--- src/rtl/drc_consts.svh ---
`ifndef DRC_CONSTS_SVH
`define DRC_CONSTS_SVH

// Clock rate in kHz, used to turn printed times into cycle counts
`define DRC_CLK_KHZ 40000
// Update spacing the host must keep, in ns, and its cycle count (rounded up)
`define DRC_DACWAIT_NS 2100
`define DRC_DACWAIT_CYC ((`DRC_DACWAIT_NS * `DRC_CLK_KHZ + 999999) / 1000000)
// Quiet time after reset before communication, in ns, and its cycle count
`define DRC_RSTWAIT_NS 10000
`define DRC_RSTWAIT_CYC ((`DRC_RSTWAIT_NS * `DRC_CLK_KHZ + 999999) / 1000000)
// Width of the wait counter, large enough for both counts
`define DRC_CNT_W 9

// Code width and field split into row and column of the string decoder
`define DRC_CODE_W 16
`define DRC_ROW_LSB 8
`define DRC_SIDE_W 8
`define DRC_SIDE_N 256

// Span-select encoding
`define DRC_SPAN_FULL 1'h0
`define DRC_SPAN_NARROW 1'h1
// Fault-response encoding
`define DRC_RESP_LOW 1'h0
`define DRC_RESP_HIGH 1'h1

// Reset value, and the code ends forced on an alarm
`define DRC_CODE_RST 16'h0000
`define DRC_CODE_MIN 16'h0000
`define DRC_CODE_MAX 16'hFFFF

`endif

--- src/rtl/drc_pkg.sv ---
package drc_pkg;
	// Sequencing of code updates
	typedef enum logic [2:0] {
		DRC_ST_RSTWAIT = 3'h1,
		DRC_ST_IDLE = 3'h2,
		DRC_ST_HOLD = 3'h4
	} drc_state_type;

	// Supply band found by the monitor
	typedef enum logic [1:0] {
		DRC_BAND_LOW = 2'h0,
		DRC_BAND_HIGH = 2'h1,
		DRC_BAND_UNDER = 2'h2,
		DRC_BAND_OVER = 2'h3
	} drc_band_type;

	// Level forced onto the output on an alarm
	typedef enum logic [2:0] {
		DRC_FAULT_NONE = 3'h0,
		DRC_FAULT_0V15 = 3'h1,
		DRC_FAULT_1V25 = 3'h2,
		DRC_FAULT_0V3 = 3'h3,
		DRC_FAULT_2V5 = 3'h4
	} drc_fault_type;
endpackage

--- src/rtl/drc_tap_if.sv ---
`timescale 1ns/1ps
`include "drc_consts.svh"

// Code to the string decoder and the selected row and column back
interface drc_tap_if;
	logic [`DRC_CODE_W-1:0] code;
	logic [`DRC_SIDE_N-1:0] row;
	logic [`DRC_SIDE_N-1:0] col;
	modport ctrl (output code, input row, input col);
	modport dec (input code, output row, output col);
endinterface

--- src/rtl/drc_ctrl.sv ---
`timescale 1ns/1ps
`include "drc_consts.svh"

module drc_ctrl (
	input wire logic clock,
	input wire logic rstn,
	input wire logic primary_supply_ge_1v71,
	input wire logic primary_supply_le_1v89,
	input wire logic primary_supply_ge_2v7,
	input wire logic primary_supply_le_5v5,
	input wire logic vdd_ge_1v71,
	input wire logic vdd_le_1v89,
	input wire logic span_select,
	input wire logic clear_state,
	input wire logic clear_state_span_select,
	input wire logic fault_response_setting,
	input wire logic [`DRC_CODE_W-1:0] dac_code,
	input wire logic [`DRC_CODE_W-1:0] clear_code,
	input wire logic code_load,
	output logic ready,
	output logic update_busy,
	output drc_pkg::drc_band_type supply_band,
	output logic range_pair_high,
	output logic span_narrow,
	output logic alarm,
	output drc_pkg::drc_fault_type fault_level,
	output logic [`DRC_CODE_W-1:0] applied_code,
	output logic [`DRC_SIDE_N-1:0] tap_row,
	output logic [`DRC_SIDE_N-1:0] tap_col
);
	import drc_pkg::*;

	localparam logic [`DRC_CNT_W-1:0] DACWAIT_CYC = `DRC_CNT_W'(`DRC_DACWAIT_CYC);
	localparam logic [`DRC_CNT_W-1:0] RSTWAIT_CYC = `DRC_CNT_W'(`DRC_RSTWAIT_CYC);

	drc_tap_if tif ();

	// Comparator pins, two stages each; only the second stage is read
	logic [5:0] cmp_meta_r;
	logic [5:0] cmp_sync_r;
	logic [5:0] cmp_pins;
	assign cmp_pins = {primary_supply_ge_1v71, primary_supply_le_1v89, primary_supply_ge_2v7, primary_supply_le_5v5, vdd_ge_1v71, vdd_le_1v89};

	always_ff @(posedge clock) begin
		if (!rstn) begin
			cmp_meta_r <= 6'h00;
			cmp_sync_r <= 6'h00;
		end else begin
			cmp_meta_r <= cmp_pins;
			cmp_sync_r <= cmp_meta_r;
		end
	end

	logic p_ge_lo;
	logic p_le_lo;
	logic p_ge_hi;
	logic p_le_hi;
	logic v_ge_lo;
	logic v_le_lo;
	assign {p_ge_lo, p_le_lo, p_ge_hi, p_le_hi, v_ge_lo, v_le_lo} = cmp_sync_r;

	// Supply monitor state
	drc_band_type band_r;
	drc_band_type band_nxt;
	logic alarm_r;
	logic alarm_nxt;
	drc_fault_type fault_r;
	drc_fault_type fault_nxt;
	logic span_r;
	logic span_nxt;

	// Band is re-evaluated every cycle, so a supply drift shows in band_r three edges after the pins
	always_comb begin
		band_nxt = DRC_BAND_UNDER;
		if (p_ge_lo && p_le_lo && v_ge_lo && v_le_lo) begin
			band_nxt = DRC_BAND_LOW;
		end else if (p_ge_hi && p_le_hi) begin
			band_nxt = DRC_BAND_HIGH;
		end else if (p_ge_hi && !p_le_hi) begin
			band_nxt = DRC_BAND_OVER;
		end
		// Anything outside both windows, the 1.89-2.7 V gap included, alarms
		alarm_nxt = (band_nxt == DRC_BAND_UNDER) || (band_nxt == DRC_BAND_OVER);
		fault_nxt = DRC_FAULT_NONE;
		if (band_nxt == DRC_BAND_OVER) begin
			fault_nxt = (fault_response_setting == `DRC_RESP_HIGH) ? DRC_FAULT_2V5 : DRC_FAULT_0V3;
		end else if (band_nxt == DRC_BAND_UNDER) begin
			fault_nxt = (fault_response_setting == `DRC_RESP_HIGH) ? DRC_FAULT_1V25 : DRC_FAULT_0V15;
		end
		// Clear state takes its own span bit; fault levels sit at the full span ends
		if (alarm_nxt) begin
			span_nxt = `DRC_SPAN_FULL;
		end else if (clear_state) begin
			span_nxt = clear_state_span_select;
		end else begin
			span_nxt = span_select;
		end
	end

	always_ff @(posedge clock) begin
		if (!rstn) begin
			band_r <= DRC_BAND_UNDER;
			alarm_r <= 1'h1;
			fault_r <= DRC_FAULT_0V15;
			span_r <= `DRC_SPAN_FULL;
		end else begin
			band_r <= band_nxt;
			alarm_r <= alarm_nxt;
			fault_r <= fault_nxt;
			span_r <= span_nxt;
		end
	end

	// Update sequencing and the code handed to the string decoder
	drc_state_type state_r;
	drc_state_type state_nxt;
	logic [`DRC_CNT_W-1:0] cnt_r;
	logic [`DRC_CNT_W-1:0] cnt_nxt;
	logic [`DRC_CODE_W-1:0] code_r;
	logic [`DRC_CODE_W-1:0] code_nxt;
	logic [`DRC_CODE_W-1:0] tap_code;

	// Loads during the hold are dropped; the host owns the spacing
	always_comb begin
		state_nxt = state_r;
		cnt_nxt = cnt_r;
		code_nxt = code_r;
		unique case (state_r)
			DRC_ST_RSTWAIT: begin
				if (cnt_r == RSTWAIT_CYC - `DRC_CNT_W'(1)) begin
					state_nxt = DRC_ST_IDLE;
					cnt_nxt = `DRC_CNT_W'(0);
				end else begin
					cnt_nxt = cnt_r + `DRC_CNT_W'(1);
				end
			end
			DRC_ST_IDLE: begin
				if (code_load) begin
					code_nxt = dac_code;
					state_nxt = DRC_ST_HOLD;
					cnt_nxt = `DRC_CNT_W'(0);
				end
			end
			DRC_ST_HOLD: begin
				if (cnt_r == DACWAIT_CYC - `DRC_CNT_W'(1)) begin
					state_nxt = DRC_ST_IDLE;
					cnt_nxt = `DRC_CNT_W'(0);
				end else begin
					cnt_nxt = cnt_r + `DRC_CNT_W'(1);
				end
			end
			default: begin
				state_nxt = DRC_ST_RSTWAIT;
				cnt_nxt = `DRC_CNT_W'(0);
			end
		endcase
	end

	always_ff @(posedge clock) begin
		if (!rstn) begin
			state_r <= DRC_ST_RSTWAIT;
			cnt_r <= `DRC_CNT_W'(0);
			code_r <= `DRC_CODE_RST;
		end else begin
			state_r <= state_nxt;
			cnt_r <= cnt_nxt;
			code_r <= code_nxt;
		end
	end

	// Alarm overrides everything, then clear state, then the loaded code
	always_comb begin
		if (alarm_r) begin
			tap_code = (fault_response_setting == `DRC_RESP_HIGH) ? `DRC_CODE_MAX : `DRC_CODE_MIN;
		end else if (clear_state) begin
			tap_code = clear_code;
		end else begin
			tap_code = code_r;
		end
	end

	assign tif.code = tap_code;

	drc_tap_dec u_dec (
		.clock(clock),
		.rstn(rstn),
		.tap(tif.dec)
	);

	// Applied code is registered alongside the decoder so both line up
	logic [`DRC_CODE_W-1:0] applied_r;
	always_ff @(posedge clock) begin
		if (!rstn) begin
			applied_r <= `DRC_CODE_RST;
		end else begin
			applied_r <= tap_code;
		end
	end

	assign ready = (state_r != DRC_ST_RSTWAIT);
	assign update_busy = (state_r != DRC_ST_IDLE);
	assign supply_band = band_r;
	assign range_pair_high = (band_r == DRC_BAND_HIGH) || (band_r == DRC_BAND_OVER);
	assign span_narrow = span_r;
	assign alarm = alarm_r;
	assign fault_level = fault_r;
	assign applied_code = applied_r;
	assign tap_row = tif.row;
	assign tap_col = tif.col;
endmodule

--- src/rtl/drc_tap_dec.sv ---
`timescale 1ns/1ps
`include "drc_consts.svh"

// One-hot row and column select; the switch at their crossing is the only closed one
module drc_tap_dec (
	input wire logic clock,
	input wire logic rstn,
	drc_tap_if.dec tap
);
	import drc_pkg::*;

	logic [`DRC_SIDE_N-1:0] row_r;
	logic [`DRC_SIDE_N-1:0] col_r;
	logic [`DRC_SIDE_N-1:0] row_nxt;
	logic [`DRC_SIDE_N-1:0] col_nxt;

	// Each entry compares its own index against the code halves
	genvar i;
	generate
		for (i = 0; i < `DRC_SIDE_N; i++) begin : g_sel
			assign row_nxt[i] = (tap.code[`DRC_CODE_W-1:`DRC_ROW_LSB] == `DRC_SIDE_W'(i));
			assign col_nxt[i] = (tap.code[`DRC_SIDE_W-1:0] == `DRC_SIDE_W'(i));
		end
	endgenerate

	// Registered so the switches never see decode glitches
	always_ff @(posedge clock) begin
		if (!rstn) begin
			row_r <= `DRC_SIDE_N'h1;
			col_r <= `DRC_SIDE_N'h1;
		end else begin
			row_r <= row_nxt;
			col_r <= col_nxt;
		end
	end

	assign tap.row = row_r;
	assign tap.col = col_r;
endmodule

--- config.mk ---
export PLATFORM = sky130hd
export DESIGN_NAME = drc_ctrl
export DESIGN_NICKNAME = d
export VERILOG_FILES = /design/src/rtl/drc_pkg.sv /design/src/rtl/drc_tap_if.sv /design/src/rtl/drc_ctrl.sv /design/src/rtl/drc_tap_dec.sv
export VERILOG_INCLUDE_DIRS = /design/src /design/src/rtl
export SDC_FILE = /design/constraint.sdc
export NUM_CORES = 1
export LEC_CHECK = 0
export BUFFER_PORTS_ARGS = -buffer_cell sky130_fd_sc_hd__buf_2
export CAP_MARGIN = 15
export CORE_AREA = 5 5 223 225
export DETAILED_ROUTE_END_ITERATION = 10
export DIE_AREA = 0 0 228 230
export MAX_ROUTING_LAYER = met4
export PLACE_DENSITY = 0.68
export SLEW_MARGIN = 15
export SYNTH_ARGS = -nofsm -noshare
export SYNTH_HDL_FRONTEND = slang
export SYNTH_SLANG_ARGS = --single-unit
--- constraint.sdc ---
create_clock -name clock -period 4 [get_ports clock]
set_input_delay 0.2 -clock clock [delete_from_list [all_inputs] [get_ports clock]]
set_output_delay 0.2 -clock clock [all_outputs]
set_load 0.005 [all_outputs]
---- Word-level counts from Yosys, hierarchy flattened ----
Cells that the tools add are included.
storage, ports and cells
  bits in registers ....................... 575
  input port bits ......................... 45
  output and inout bits ................... 538
cells by class
  mux-type cells .......................... 19
  reduce and logical (&&, ||, !) cells .... 13
  add/subtract/negate cells ............... 1
  bitwise gates (word level) .............. 1
  eq/ne operators ......................... 524
operator list
  cell                                           count
  == test 8 bit, second input constant           256
  == test 8 x 7 -> 1 bit, second input constant  128
  == test 8 x 6 -> 1 bit, second input constant  64
  == test 8 x 5 -> 1 bit, second input constant  32
  == test 8 x 4 -> 1 bit, second input constant  16
  == test 8 x 3 -> 1 bit, second input constant  8
  2-to-1 mux 16 bit                              3
  == test 8 x 2 -> 1 bit, second input constant  4
  2-to-1 mux 9 bit                               3
  case mux 9 bit (3 select lines)                1
  == test 8 x 1 -> 1 bit, second input constant  2
  zero test 8 bit                                2
  2-to-1 mux 3 bit                               5
  adder 9 x 1 -> 9 bit, second input constant    1
  == test 9 x 7 -> 1 bit, second input constant  1
  == test 9 bit, second input constant           1
  case mux 3 bit (3 select lines)                1
  2-to-1 mux 2 bit                               4
  == test 2 bit, second input constant           3
  != test 2 bit, second input constant           3
  logical AND 1 bit                              5
  == test 3 x 1 -> 1 bit, second input constant  1
  == test 3 x 2 -> 1 bit, second input constant  1
  == test 3 bit, second input constant           1
  other kinds (10)                               12

---- Depth between registers and ports, before layout ----
  depth in word-level cells ............... 8
  depth in mapped cells ................... 9
  depth with buffers taken out ............ 5

---- Hierarchy ----
From an unflattened synthesis, not the netlist that was laid out.
unflattened totals
  cells, all modules ...................... 1534
  area, all modules ....................... 16809.9 sq um
by module, submodules not included
  module       sequential area each (sq um)  area an instance (sq um)  instances  cells an instance
  drc_tap_dec  10249.8                       14232.4                   1          1243
  drc_ctrl     1261.2                        2577.5                    1          291

---- Worst setup path after synthesis ----
No wires, ideal clock.
  path kind ............................... flip-flop to flip-flop
  start ................................... register alarm_r (netlist: alarm)
  end ..................................... register u_dec.row_r[195] (netlist: u_dec.tap.row[195])
  buffers on the path ..................... 2
  clock period less this slack ............ 1715 ps
  library setup time ...................... 70 ps
  required time ........................... 3930 ps
  path slack .............................. 2285 ps
  arrival time ............................ 1645 ps
  cell stages (with the launch flop) ...... 7
  cells stage by stage .................... dfxtp_1 nor2b_1 clkbuf_1 a211oi_4 nand4_4 buf_6 nor2_1
between the ends
  word-level cells in the longest chain between the ends .. 2
ends and longest elaborated chain
  element                 RTL line           source
  from (decl)             drc_ctrl.sv:65     logic alarm_r;
  from (signal assigned)  drc_ctrl.sv:108    alarm_r <= alarm_nxt;
  2-to-1 mux 16 bit       drc_ctrl.sv:173    if (alarm_r) begin
  == test 8 bit           drc_tap_dec.sv:21  assign row_nxt[i] = (tap.code[`DRC_CODE_W-1:`DRC_ROW_LSB] == `DRC_SIDE_W'(i));
  to (signal assigned)    drc_tap_dec.sv:29  row_r <= `DRC_SIDE_N'h1;
  to (signal assigned)    drc_tap_dec.sv:32  row_r <= row_nxt;
  to (decl)               drc_tap_dec.sv:12  logic [`DRC_SIDE_N-1:0] row_r;
No other way between the ends.
A chain may end at the register's enable or synchronous reset.

---- Worst setup path in the final report ----
  start ................................... register alarm_r (netlist: alarm)
  end ..................................... register u_dec.row_r[122] (netlist: u_dec.tap.row[122])
between the ends
  word-level cells in the longest chain between the ends .. 2
ends and longest elaborated chain
  element                 RTL line
  2-to-1 mux 16 bit       drc_ctrl.sv:173
  == test 8 x 7 -> 1 bit  drc_tap_dec.sv:21
No other way between the ends.

==> flow_metrics.tcl <==
set metrics [dict create \
    yosysTopAreaCell "dfxtp_1" \
    synth_ff_type "dfxtp_1" \
    arrival_ps 3240 \
    die_y_um 230 \
    place_inst 2617 \
    min_path_type "in -> reg" \
    max_freq_mhz 357.9 \
    overflow 0 \
    timing.hold.ws_ps 89.93 \
    grt_pass1_wl_um 80750 \
    post_cts_buffers 0 \
    antenna_left 0 \
    cp_num_buf_inv 1 \
    first_global_vias 12391 \
    syn_avg_cell_area_um2 10.72 \
    die_area_um2 52440 \
    worst_setup_path_start_kind "register" \
    ys_warn_count 0 \
    clk_latency_ps 610 \
    ios 583 \
    via_count 12771 \
    cts_buffer_depth 3 \
    path_max_fanout 38 \
    core_area_um2 47350 \
    synth_top_area_share_pct 71.60 \
    seq_area_frac_synth_pct 71.60 \
    period_needed_ps 2794 \
    crit_required_ps 4440 \
    cpMaxStageDelayCell "nand3_1" \
    crit_path_end_kind "register" \
    routed_wl_um 56480 \
    synth_area_leaders "dfxtp_1 72%, nor2_1 12%, buf_2 1.9%" \
    dp_hpwl_um 40300 \
    die_width_um 228 \
    drtIter0Drc 818 \
    drcViolationCount 0 \
    netlist_area_um2 16080 \
    rsz0062_at_grt "false" \
    start_util_pct 33.96 \
    fin_cells 2750 \
    drive_above_1_share_pct 35.59 \
    worst_pin_slew_ps 1067 \
    p_leak_uw 0.009638 \
    max_cap_violations 0 \
    hold_viol_final 0 \
    cts_buffers 56 \
    cts-root-buf "clkbuf_16" \
    finalMaxSlewViolations 0 \
    clkSinkCount 575 \
    final_cell_mix "582 x buf_2, 574 x dfxtp_1, 495 x nor2_1" \
    setup-tns-final_ps 0 \
    cts-htree-levels 2 \
    finalClockSkew_ps 24.83 \
    outcome "completed" \
    gp_congestion 0.8284 \
    syn2layout_area_growth_pct 34.01 \
    slew_headroom_pct 28.69 \
    synthCells 1500 \
    cts.reportedPaths.clkPinSlew_ps 70 \
    setup_viol 0 \
    path_cells "buf_4, nor2b_2, a21oi_2, nand3_1, nor2_1" \
    first_pass_iters 5 \
    synthArstFlopShare_pct 0 \
    syn_nets 1546 \
    ys_seq_elements 575 \
    fillers 4441 \
    vdd_drop_max_mv 0.2879 \
    grt_max_degree 43 \
    cp_slowest_stage_delay_ps 830 \
    p_per_area_nw_per_um2 524.1 \
    antenna_found_initial 8 \
    worstSetupPathType "reg -> reg" \
    yosysUniqueCellTypes 51 \
    io_buffer_count 582 \
    mostFrequentLayoutCell "buf_2" \
    fin_crit_sh_pct 69.86 \
    synth-edff-count 0 \
    wl_per_cell_um 20.54 \
    rows 80 \
    cts_tree "done" \
    p_total_uw 11290 \
    critPathTopFamily "simple AND/OR/NAND/NOR gates" \
    cts.repair.resized 0 \
    track_usage_pct 20.73 \
    layout.nets 2132 \
    viasPerCell 4.644 \
]
[worst paths after layout]
path,startpoint,end,slack (ps),depth (start not counted)
max,alarm,u_dec.tap.row[122],1210,5
min,clear_code[4],applied_code[4],90,4
max reg2reg,alarm,u_dec.tap.row[122],1210,5
min reg2reg,cmp_meta_r[3],cmp_sync_r[3],430,1
[cells in the mapped netlist, drive strengths merged, types with 4 or more instances]
cell,count
dfxtp,575
nor2,495
buf,68
nand2,67
nor3,40
a21oi,39
nand3,36
clkbuf,22
o21ai,21
and2,19
nand4,19
or3b,16
nand3b,12
mux2,9
mux2i,9
o21a,9
or2,7
inv,5
nor2b,4
[kinds of logic after synthesis]
| kind of cell | count (synthesis) | share of synthesized area (%) |
|---|---|---|
| XOR/XNOR | 5 | 0.2724 |
| multiplexers | 18 | 1.214 |
| flip-flops | 575 | 71.60 |
| adder cells (fa/ha/maj) | 1 | 0.07781 |
| AO/OA/AOI/OAI | 78 | 3.448 |
| buffers and inverters | 95 | 2.965 |
| AND/OR/NAND/NOR | 728 | 20.42 |
[flip-flops by register name, summed over array words and instances (netlist names), 3 cells and up]
name           cells
fault_level        3
cmp_sync_r         6
cnt_r              9
state_r            3
code_r            16
applied_code      16
u_dec.tap.col    256
cmp_meta_r         6
u_dec.tap.row    256
[per-layer routing]
layer	up-vias	part of all wire, %	GRT usage, %
li1	5943	-	-
met1	6174	40	24.41
met2	518	49	34.50
met3	136	6.8	5.157
met4	0	3.6	7.846
met5	-	0	-
[final cells by class]
type	count	area, µm²	area share, %
multi-input combinational	830	4091	18.99
timing repair buffer	618	3248	15.08
inverter	5	18.77	0.08711
sequential	575	11510	53.44
clock inverter	20	256.5	1.191
tap	615	769.5	3.572
clock buffer	79	1628	7.556
antenna	8	20.02	0.09292
[where the power goes]
group	internal [µW]	switching [µW]	total (µW)
combinational	82.3	146	229
clock	3060	2250	5310
sequential	5750	9.75	5760
[worst min-delay path, delay by kind of cell]
family | cells | cell delay, ps
muxes | 1 | 180
AOI/OAI and AO/OA | 1 | 90
and+or+nand+nor | 1 | 80
buffers and inverters | 1 | 100
[per-stage QoR]
step / util (%) / setup WS (ps) / area (µm²)
6_report: 45.50 / 1206 / 21540
5_1_grt: 45.50 / 1002 / 21540
4_1_cts: 45.46 / 1202 / 21520
3_5_place_dp: 40.93 / 1129 / 19380
3_3_place_gp: 40.93 / 1252 / 19380
2_1_floorplan: - / 2285 / 16080
[repair_timing]
action,CTS,global route
hold buffers,26,0
setup endpoints to repair,0,0
hold endpoints to repair,30,0
(Power assumes the default switching activity.)
